<file path="src/include/tmc_pkg.sv">
// Constants shared by the temperature monitor control logic.
package tmc_pkg;
   localparam logic [7:0] RD_LOCAL = 8'h00;
   localparam logic [7:0] RD_REMOTE = 8'h01;
   localparam logic [7:0] RD_STATUS = 8'h02;
   localparam logic [7:0] RD_CONFIG = 8'h03;
   localparam logic [7:0] RD_RATE = 8'h04;
   localparam logic [7:0] RD_LHI = 8'h05;
   localparam logic [7:0] RD_LLO = 8'h06;
   localparam logic [7:0] RD_RHI = 8'h07;
   localparam logic [7:0] RD_RLO = 8'h08;
   localparam logic [7:0] WR_CONFIG = 8'h09;
   localparam logic [7:0] WR_RATE = 8'h0a;
   localparam logic [7:0] WR_LHI = 8'h0b;
   localparam logic [7:0] WR_LLO = 8'h0c;
   localparam logic [7:0] WR_RHI = 8'h0d;
   localparam logic [7:0] WR_RLO = 8'h0e;
   localparam logic [7:0] WR_ONESHOT = 8'h0f;
   localparam logic [7:0] RW_OFFSET = 8'h11;
   localparam logic [7:0] RD_MAKER = 8'hfe;
   localparam logic [7:0] RD_REV = 8'hff;
   localparam int CFG_MASK_BIT = 7;
   localparam int CFG_STANDBY_PIN_N_BIT = 6;
   localparam int ST_BUSY_BIT = 7;
   localparam logic [7:0] RST_TEMP = 8'h80;
   localparam logic [7:0] RST_CONFIG = 8'h00;
   localparam logic [7:0] RST_RATE = 8'h02;
   localparam logic [7:0] RST_HI = 8'h7f;
   localparam logic [7:0] RST_LO = 8'hc9;
   localparam logic [7:0] RST_OFFSET = 8'h00;
   localparam logic [7:0] RST_INVALID = 8'h00;
   localparam logic [6:0] RST_SLAVE = 7'h2a;
   // Arbitrary identity values, not those of any real part.
   localparam logic [7:0] ID_MAKER = 8'h5a;
   localparam logic [7:0] ID_REV = 8'h10;
   localparam logic [1:0] PIN_LOW = 2'h0;
   localparam logic [1:0] PIN_OPEN = 2'h1;
   localparam logic [1:0] PIN_HIGH = 2'h2;
   localparam logic [3:0] ADDR_HI_LOW = 4'h3;
   localparam logic [3:0] ADDR_HI_OPEN = 4'h5;
   localparam logic [3:0] ADDR_HI_HIGH = 4'h9;
   localparam int CLK_HZ = 25000000;
   localparam int FAST_CONV_MS = 125;
   localparam int FAST_CONV_CYC = CLK_HZ / 1000 * FAST_CONV_MS;
   localparam logic [2:0] RATE_MAX = 3'h7;
   typedef enum logic [2:0] {
      TMC_IDLE, TMC_ADDR, TMC_AACK, TMC_WR, TMC_WACK, TMC_RD, TMC_RACK
   } tmc_bus_t;
endpackage

</file>
<file path="src/verilog/tmc_top.sv">
// Control, register and serial slave logic of a two-channel thermometer.
// Overview of operation
// - Config bit 6: 0 run, 1 standby
// - Standby input pin low forces standby
// - Value registers hold during standby
// - Config bit 7 masks the alert output
// - Rate code divides fastest conversion rate
// - Strict greater/less-than limit comparisons
// - Four signed read/write limit registers
// - Signed offset added to remote result
// - Offset register clears to zero
// - One-shot write in config-bit standby converts once; pin standby blocks it
// - One-shot data byte ignored, not stored
// - Serial interface is slave only
// - Two three-level pins pick nine addresses
// - Address pins latched once after reset
// - Shift in seven-bit address and direction
// - Matching slave acknowledges, others stay idle
// - Direction bit selects write or read
// - First written byte loads register pointer
// - Separate read and write register addresses, except the shared offset address
// - Entering standby aborts running conversion
// - Any flag set asserts the alert
`timescale 1ns/1ps
`default_nettype none
module tmc_top #(
   parameter int BASE_CYCLES = tmc_pkg::FAST_CONV_CYC
) (
   // Clock and reset
   input wire logic CLK,
   input wire logic SYS_RST,
   // Serial bus, clock sampled and data open drain
   input wire logic SERIAL_CLOCK_LINE,
   input wire logic SERIAL_DATA_LINE_IN,
   output logic SERIAL_DATA_LINE_OUT,
   output logic SERIAL_DATA_LINE_OE_N,
   // Pins
   input wire logic STANDBY_PIN_N,
   input wire logic [1:0] ADDR_SELECT_PIN_A,
   input wire logic [1:0] ADDR_SELECT_PIN_B,
   output logic ALERT_OUT,
   output logic ALERT_OE_N,
   // Measurement converter
   output logic ADC_START,
   output logic ADC_ABORT,
   input wire logic ADC_DONE,
   input wire logic [7:0] ADC_LOCAL,
   input wire logic [7:0] ADC_REMOTE,
   input wire logic ADC_OPEN
);
   import tmc_pkg::*;

   logic [1:0] scl_s, sda_s, standby_pin_n_s;
   logic [1:0] pa_s0, pa_s1, pb_s0, pb_s1;
   logic scl_d, sda_d;
   logic [1:0] strap_cnt;
   logic [6:0] slave_addr;
   tmc_bus_t st;
   logic [3:0] cnt;
   logic [7:0] sh, ptr;
   logic rw, first, mack;
   logic [7:0] cfg, rate, lhi, llo, rhi, rlo, offset;
   logic [7:0] loc_t, rem_t;
   logic [4:0] flags;
   logic busy, oneshot_run;
   logic [$clog2(BASE_CYCLES+1)-1:0] base_cnt;
   logic [6:0] div_cnt;

   // Pin A picks the upper four bits; both pins add into the lower three.
   function automatic logic [6:0] addr_lookup(input logic [1:0] a,
                                              input logic [1:0] b);
      logic [3:0] hi;
      logic [2:0] lo;
      hi = (a == PIN_LOW) ? ADDR_HI_LOW :
           (a == PIN_OPEN) ? ADDR_HI_OPEN : ADDR_HI_HIGH;
      lo = (a == PIN_LOW) ? 3'h0 : (a == PIN_OPEN) ? 3'h1 : 3'h4;
      lo = lo + ((b == PIN_LOW) ? 3'h0 : (b == PIN_OPEN) ? 3'h1 : 3'h2);
      return {hi, lo};
   endfunction

   // Read decode uses only the read addresses of each register.
   function automatic logic [7:0] rd_sel(input logic [7:0] p);
      case (p)
         RD_LOCAL: rd_sel = loc_t;
         RD_REMOTE: rd_sel = rem_t;
         RD_STATUS: rd_sel = {busy, flags, 2'h0};
         RD_CONFIG: rd_sel = cfg;
         RD_RATE: rd_sel = rate;
         RD_LHI: rd_sel = lhi;
         RD_LLO: rd_sel = llo;
         RD_RHI: rd_sel = rhi;
         RD_RLO: rd_sel = rlo;
         RW_OFFSET: rd_sel = offset;
         RD_MAKER: rd_sel = ID_MAKER;
         RD_REV: rd_sel = ID_REV;
         default: rd_sel = RST_INVALID;
      endcase
   endfunction

   // Edge and condition decode on the synchronised bus lines.
   wire scl = scl_s[1];
   wire sda = sda_s[1];
   wire scl_rise = scl & ~scl_d;
   wire scl_fall = ~scl & scl_d;
   wire start_det = scl & scl_d & sda_d & ~sda;
   wire stop_det = scl & scl_d & ~sda_d & sda;
   wire addr_hit = (sh[7:1] == slave_addr);
   // A process, not a wire, so that the read mux also follows changes of
   // the registers that the function reads, not just of the pointer.
   logic [7:0] rd_data;
   always_comb rd_data = rd_sel(ptr);
   wire byte_done = (st == TMC_WR) && scl_fall && (cnt == 4'h8);
   wire reg_wr = byte_done && !first;
   wire status_rd = (st == TMC_AACK || st == TMC_RACK) && scl_fall
                    && rw && (st == TMC_AACK || mack)
                    && (ptr == RD_STATUS);

   // Conversion control.
   wire standby = cfg[CFG_STANDBY_PIN_N_BIT] | ~standby_pin_n_s[1];
   wire [2:0] rate_code = rate[2:0];
   wire [6:0] div_top = 7'(({7'h0, 1'b1} << (RATE_MAX - rate_code)) - 1);
   wire base_tick = (base_cnt == BASE_CYCLES - 1);
   wire period_tick = base_tick && (div_cnt >= div_top);
   wire oneshot_wr = reg_wr && (ptr == WR_ONESHOT);
   wire oneshot_go = oneshot_wr && cfg[CFG_STANDBY_PIN_N_BIT] && standby_pin_n_s[1];
   wire run_go = period_tick && !standby && !busy;
   wire abort = busy && (oneshot_run ? ~standby_pin_n_s[1] : standby);
   wire done_ok = busy && ADC_DONE && !abort;
   wire [7:0] rem_new = ADC_REMOTE + offset;
   wire [4:0] cond = {$signed(loc_t) > $signed(lhi),
                      $signed(loc_t) < $signed(llo),
                      $signed(rem_t) > $signed(rhi),
                      $signed(rem_t) < $signed(rlo),
                      flags[0]};
   wire [4:0] set_new = {$signed(ADC_LOCAL) > $signed(lhi),
                         $signed(ADC_LOCAL) < $signed(llo),
                         $signed(rem_new) > $signed(rhi),
                         $signed(rem_new) < $signed(rlo),
                         ADC_OPEN};
   // A new result sets flags even when a status read clears them.
   wire [4:0] next_flags = (done_ok ? set_new : 5'h0)
                           | (status_rd ? (cond & {4'hf, ADC_OPEN & 1'b0})
                                        : flags);
   wire next_alert_n = ~(|flags & ~cfg[CFG_MASK_BIT]);

   // Synchronisers; the first stage feeds only the second.
   always_ff @(posedge CLK) begin
      scl_s <= {scl_s[0], SERIAL_CLOCK_LINE};
      sda_s <= {sda_s[0], SERIAL_DATA_LINE_IN};
      standby_pin_n_s <= {standby_pin_n_s[0], STANDBY_PIN_N};
      pa_s0 <= ADDR_SELECT_PIN_A;
      pa_s1 <= pa_s0;
      pb_s0 <= ADDR_SELECT_PIN_B;
      pb_s1 <= pb_s0;
      scl_d <= scl;
      sda_d <= sda;
   end

   // Straps are caught once, after the synchronisers have filled.
   always_ff @(posedge CLK) begin
      if (SYS_RST) begin
         strap_cnt <= 2'h0;
         slave_addr <= RST_SLAVE;
      end else if (strap_cnt != 2'h3) begin
         strap_cnt <= strap_cnt + 2'h1;
         if (strap_cnt == 2'h2) begin
            slave_addr <= addr_lookup(pa_s1, pb_s1);
         end
      end
   end

   // Slave-only bus engine: it never drives the clock line.
   always_ff @(posedge CLK) begin
      if (SYS_RST) begin
         st <= TMC_IDLE;
         cnt <= 4'h0;
         sh <= 8'h0;
         ptr <= 8'h0;
         rw <= 1'b0;
         first <= 1'b0;
         mack <= 1'b0;
         SERIAL_DATA_LINE_OE_N <= 1'b1;
         SERIAL_DATA_LINE_OUT <= 1'b0;
      end else if (start_det) begin
         st <= TMC_ADDR;
         cnt <= 4'h0;
         SERIAL_DATA_LINE_OE_N <= 1'b1;
      end else if (stop_det) begin
         st <= TMC_IDLE;
         SERIAL_DATA_LINE_OE_N <= 1'b1;
      end else begin
         case (st)
            TMC_ADDR: begin
               if (scl_rise) begin
                  sh <= {sh[6:0], sda};
                  cnt <= cnt + 4'h1;
               end else if (scl_fall && cnt == 4'h8) begin
                  if (addr_hit) begin
                     SERIAL_DATA_LINE_OE_N <= 1'b0;
                     rw <= sh[0];
                     st <= TMC_AACK;
                  end else begin
                     st <= TMC_IDLE;
                  end
               end
            end
            TMC_AACK: begin
               if (scl_fall) begin
                  cnt <= 4'h0;
                  first <= 1'b1;
                  if (rw) begin
                     sh <= rd_data;
                     SERIAL_DATA_LINE_OE_N <= rd_data[7];
                     st <= TMC_RD;
                  end else begin
                     SERIAL_DATA_LINE_OE_N <= 1'b1;
                     st <= TMC_WR;
                  end
               end
            end
            TMC_WR: begin
               if (scl_rise) begin
                  sh <= {sh[6:0], sda};
                  cnt <= cnt + 4'h1;
               end else if (byte_done) begin
                  SERIAL_DATA_LINE_OE_N <= 1'b0;
                  st <= TMC_WACK;
                  if (first) begin
                     ptr <= sh;
                     first <= 1'b0;
                  end
               end
            end
            TMC_WACK: begin
               if (scl_fall) begin
                  SERIAL_DATA_LINE_OE_N <= 1'b1;
                  cnt <= 4'h0;
                  st <= TMC_WR;
               end
            end
            TMC_RD: begin
               if (scl_rise) begin
                  sh <= {sh[6:0], 1'b0};
                  cnt <= cnt + 4'h1;
               end else if (scl_fall) begin
                  if (cnt == 4'h8) begin
                     SERIAL_DATA_LINE_OE_N <= 1'b1;
                     st <= TMC_RACK;
                  end else begin
                     SERIAL_DATA_LINE_OE_N <= sh[7];
                  end
               end
            end
            TMC_RACK: begin
               if (scl_rise) begin
                  mack <= ~sda;
               end else if (scl_fall) begin
                  if (mack) begin
                     sh <= rd_data;
                     cnt <= 4'h0;
                     SERIAL_DATA_LINE_OE_N <= rd_data[7];
                     st <= TMC_RD;
                  end else begin
                     st <= TMC_IDLE;
                  end
               end
            end
            default: begin
               SERIAL_DATA_LINE_OE_N <= 1'b1;
            end
         endcase
      end
   end

   // Register writes land only at the write addresses.
   always_ff @(posedge CLK) begin
      if (SYS_RST) begin
         cfg <= RST_CONFIG;
         rate <= RST_RATE;
         lhi <= RST_HI;
         llo <= RST_LO;
         rhi <= RST_HI;
         rlo <= RST_LO;
         offset <= RST_OFFSET;
      end else if (reg_wr) begin
         case (ptr)
            WR_CONFIG: cfg <= {sh[7:6], 6'h0};
            WR_RATE: rate <= sh;
            WR_LHI: lhi <= sh;
            WR_LLO: llo <= sh;
            WR_RHI: rhi <= sh;
            WR_RLO: rlo <= sh;
            RW_OFFSET: offset <= sh;
            default: cfg <= cfg;
         endcase
      end
   end

   // Conversion timing: a base tick at the fastest rate, then a divider.
   always_ff @(posedge CLK) begin
      if (SYS_RST) begin
         base_cnt <= '0;
         div_cnt <= 7'h0;
      end else begin
         base_cnt <= base_tick ? '0 : base_cnt + 1'b1;
         if (period_tick) begin
            div_cnt <= 7'h0;
         end else if (base_tick) begin
            div_cnt <= div_cnt + 7'h1;
         end
      end
   end

   // Converter handshake, results and flags.
   always_ff @(posedge CLK) begin
      if (SYS_RST) begin
         busy <= 1'b0;
         oneshot_run <= 1'b0;
         ADC_START <= 1'b0;
         ADC_ABORT <= 1'b0;
         loc_t <= RST_TEMP;
         rem_t <= RST_TEMP;
         flags <= 5'h0;
         ALERT_OE_N <= 1'b1;
         ALERT_OUT <= 1'b0;
      end else begin
         ADC_START <= (run_go || oneshot_go) && !busy;
         ADC_ABORT <= abort;
         flags <= next_flags;
         ALERT_OE_N <= next_alert_n;
         if (abort || done_ok) begin
            busy <= 1'b0;
            oneshot_run <= 1'b0;
         end else if (!busy && (run_go || oneshot_go)) begin
            busy <= 1'b1;
            oneshot_run <= oneshot_go;
         end
         if (done_ok) begin
            loc_t <= ADC_LOCAL;
            rem_t <= rem_new;
         end
      end
   end
endmodule
`default_nettype wire

</file>
<file path="config.mk">
export PLATFORM = sky130hd
export DESIGN_NAME = tmc_top
export DESIGN_NICKNAME = d
export VERILOG_FILES = /design/src/include/tmc_pkg.sv /design/src/verilog/tmc_top.sv
export SDC_FILE = /design/constraint.sdc
export NUM_CORES = 1
export LEC_CHECK = 0
export BUFFER_PORTS_ARGS = -buffer_cell sky130_fd_sc_hd__buf_2
export CORE_MARGIN = 4
export CORE_UTILIZATION = 50
export CTS_BUF_LIST = sky130_fd_sc_hd__clkbuf_8
export CTS_CLUSTER_DIAMETER = 50
export CTS_CLUSTER_SIZE = 40
export DETAILED_ROUTE_END_ITERATION = 6
export PLACE_DENSITY = 0.79
export SLEW_MARGIN = 20
export SYNTH_ARGS = -nofsm -noshare
export SYNTH_HDL_FRONTEND = slang
export SYNTH_SLANG_ARGS = --single-unit
</file>
<file path="constraint.sdc">
create_clock -name CLK -period 3.5 [get_ports CLK]
set_clock_uncertainty 0.05 [all_clocks]
set_input_delay 0.875 -clock CLK [delete_from_list [all_inputs] [get_ports CLK]]
set_output_delay 0.875 -clock CLK [all_outputs]
set_load 0.05 [all_outputs]
</file>
==> flow_summary.toml <==
[sta]
final_hold_viol_count = 0
period_needed_ns = 3.29
relSlewSlack = 0.435
rsz0062_at_grt = "false"
setup_viol = 0
setup_ws_ns = 0.206
fmax_ghz = 0.304
drv_slew = 0
fin_crit_sh = 0.941
tightest_slew_ns = 0.836

[cts]
cts_buffers = 17
cts_tree = "built"
clockBufferDepth = 2
cts.sinks = 155
cts_resized = 0
htree_levels = 4
post_cts_buffers = 0
clk_pin_slew_ns = 0.08
cts-root-buf = "clkbuf_8"
cts_hold_buf = 0
clkLatencyLatePin_ns = 0.46

[hold_path]
min-delay-start = "pb_s0[0]$_DFF_P_"
holdPathEnd = "pb_s1[0]$_DFF_P_"
min_path_type = "reg2reg"
whs_path_depth = 0

[route]
wl_per_cell_um = 17.9
wirelength_um = 23700
viasPerCell = 6.04
dr.first_iter.drc_count = 725
ant_nets = 0
drc = 0
first_pass_iters = 7
num_vias = 7990

[critical_path]
cpPeakStageDelay_ns = 0.59
r2r-start = "offset[1]$_SDFFE_PP0P_"
r2r_cells = 10
critPathLaunchType = "input port"
arrival_ns = 3.56
worstSetupEndpointType = "flop"
worstReg2RegEnd = "flags[2]$_SDFF_PP0_"
crit_required_ns = 3.77
rrSetupSlack_ns = 0.33
path_class = "in2reg"
path_cells = "buf_2 -> ha_1 -> a21o_1 -> a211o_1 -> a2111o_1 -> nand2_1 -> xnor2_1 -> ha_1 -> or4b_2 -> o211ai_1 -> a31oi_1"
critical_path.max_fanout = 2
slowest_stage = "or4b_2"
crit_top_cell = "ha_1"

[synth]
ys_ff_latch = 155
synth_edf_count = 0
synth_cells = 1061
async_reset_ff_frac = 0
synthTopCellsByArea = "dfxtp_1, ha_1, mux2i_1"
netlist_area_mm2 = 0.00919
synth_cell_types = 82
ys.flop_type = "dfxtp_1"
avgSynthCellArea_um2 = 8.67
synth_top_cell_by_area = "dfxtp_1"
yosysMostFrequentCell = "dfxtp_1"
yosys_warnings = 0
synth_commonest_cells = "dfxtp_1, nor2_1, ha_1"
synth_top_area_frac = 0.338
synth-seq-area-share = 0.338

[global_route]
grt_pass1_vias = 7446
grt_max_degree = 68
gr-usage-all-layers = 0.234
grt_overflow = 0
antenna_found_initial = 0
grt_pass1_wl_um = 38400

[floorplan]
rows = 49
initial_core_util = 0.510
die_h_um = 144
die_area_mm2 = 0.0206
ioPinCount = 33
core_area_mm2 = 0.0180
die_w_um = 144

[layout]
diodes = 0
fin_nets = 1192
instances_no_fill = 1323
stdcell_area_mm2 = 0.00996
drive_gt1_frac = 0.107
multi_input_area_mm2 = 0.00560
seq_area_mm2 = 0.00310
post-route-util = 0.553
n_fill_cell = 1697
area_growth_pct = 8.38

[place]
placed_cells = 1293
place.gp.congestion = 0.996
place_hpwl_um = 17700
placed_area_mm2 = 0.00960
portBuffers = 30
dp_slack_ns = -0.236

[pwr]
power.density_mw_per_mm2 = 337
leakage_nw = 3.99
ir_worst_vdd_mv = 0.239

[job]
maxCapViolCount = 0

[outcome]
status = "finished clean"
==> routing by layer <==
| layer | GRT usage | part of all wire | up-vias |
|---|---|---|---|
| met5 | 0 | 0 | - |
| met4 | 0.0862 | 0.024 | 0 |
| met3 | 0.0429 | 0.075 | 46 |
| met2 | 0.369 | 0.45 | 294 |
| met1 | 0.320 | 0.45 | 3793 |
| li1 | - | - | 3857 |
==> kinds of logic after synthesis <==
logic type,Yosys count,share of synthesized area
xor gates and xnor gates,37,0.0352
and+or+nand+nor,389,0.226
AOI/OAI and AO/OA,209,0.160
other,1,0.000408
muxes,66,0.0740
adders and majority gates,82,0.112
buffers and inverters,122,0.0542
DFF,155,0.338
==> metrics by stage <==
| step | power (W) | setup TNS (ns) | hold slack (ns) |
|---|---|---|---|
| 2_1_floorplan | 0.00202 | 0 | 0.260 |
| 6_report | 0.00336 | 0 | 0.280 |
| 3_3_place_gp | 0.00209 | -0.252 | 0.261 |
| 3_5_place_dp | 0.00210 | -0.409 | 0.262 |
| 4_1_cts | 0.00338 | 0 | 0.281 |
| 5_1_grt | 0.00349 | 0 | 0.285 |
==> area by class of cell <==
cell class,instances,share of cell area
clock buffers,17,0.0235
clock inverters,13,0.0129
inverters,68,0.0256
multi-input cells,785,0.562
flip-flops and latches,155,0.311
well taps,229,0.0288
repair buffers,56,0.0362
==> state kept, by name, indices dropped and copies added, names as in the netlist, 7 cells and up <==
| name | cells |
|---|---|
| base_cnt | 22 |
| ptr | 8 |
| offset | 8 |
| rate | 8 |
| lhi | 8 |
| rlo | 8 |
| div_cnt | 7 |
| sh | 8 |
| loc_t | 8 |
| rem_t | 8 |
| rhi | 8 |
| llo | 8 |
==> worst max-delay path: cells and delay by family <==
family	cells	cell delay (ns)
AND/OR/NAND/NOR	2	0.71
AO/OA/AOI/OAI	5	1.18
XOR/XNOR	1	0.10
adder cells (fa/ha/maj)	2	0.57
buffers and inverters	1	0.11
==> worst max path at each step <==
stage,from,endpoint,slack [ns],cells past startpoint
floorplan,ADC_REMOTE[1],flags[2]$_SDFF_PP0_,0.06,10
global placement,ADC_REMOTE[1],flags[2]$_SDFF_PP0_,-0.15,11
detailed placement,ADC_REMOTE[1],flags[2]$_SDFF_PP0_,-0.24,11
CTS,ADC_REMOTE[1],flags[2]$_SDFF_PP0_,0.26,11
global route,ADC_REMOTE[0],flags[1]$_SDFF_PP0_,0.07,14
finish,ADC_REMOTE[1],flags[2]$_SDFF_PP0_,0.21,11
==> cells in the final DEF, fill, tap and decap left out, types with 26 or more instances in the layout <==
master	instances
dfxtp_1	155
buf_4	26
nand3_1	47
ha_1	81
xnor2_1	26
nor2_1	128
o21ai_0	31
a211o_1	27
mux2i_1	59
inv_1	70
a21oi_1	34
buf_2	29
nand2_1	58
==> power by group <==
group / switching, W / internal (W)
Sequential: 0.0000371 / 0.00179
Combinational: 0.000132 / 0.0000966
Clock: 0.000678 / 0.000621
Total: 0.000847 / 0.00251
Power figures use the tool's default switching activity.
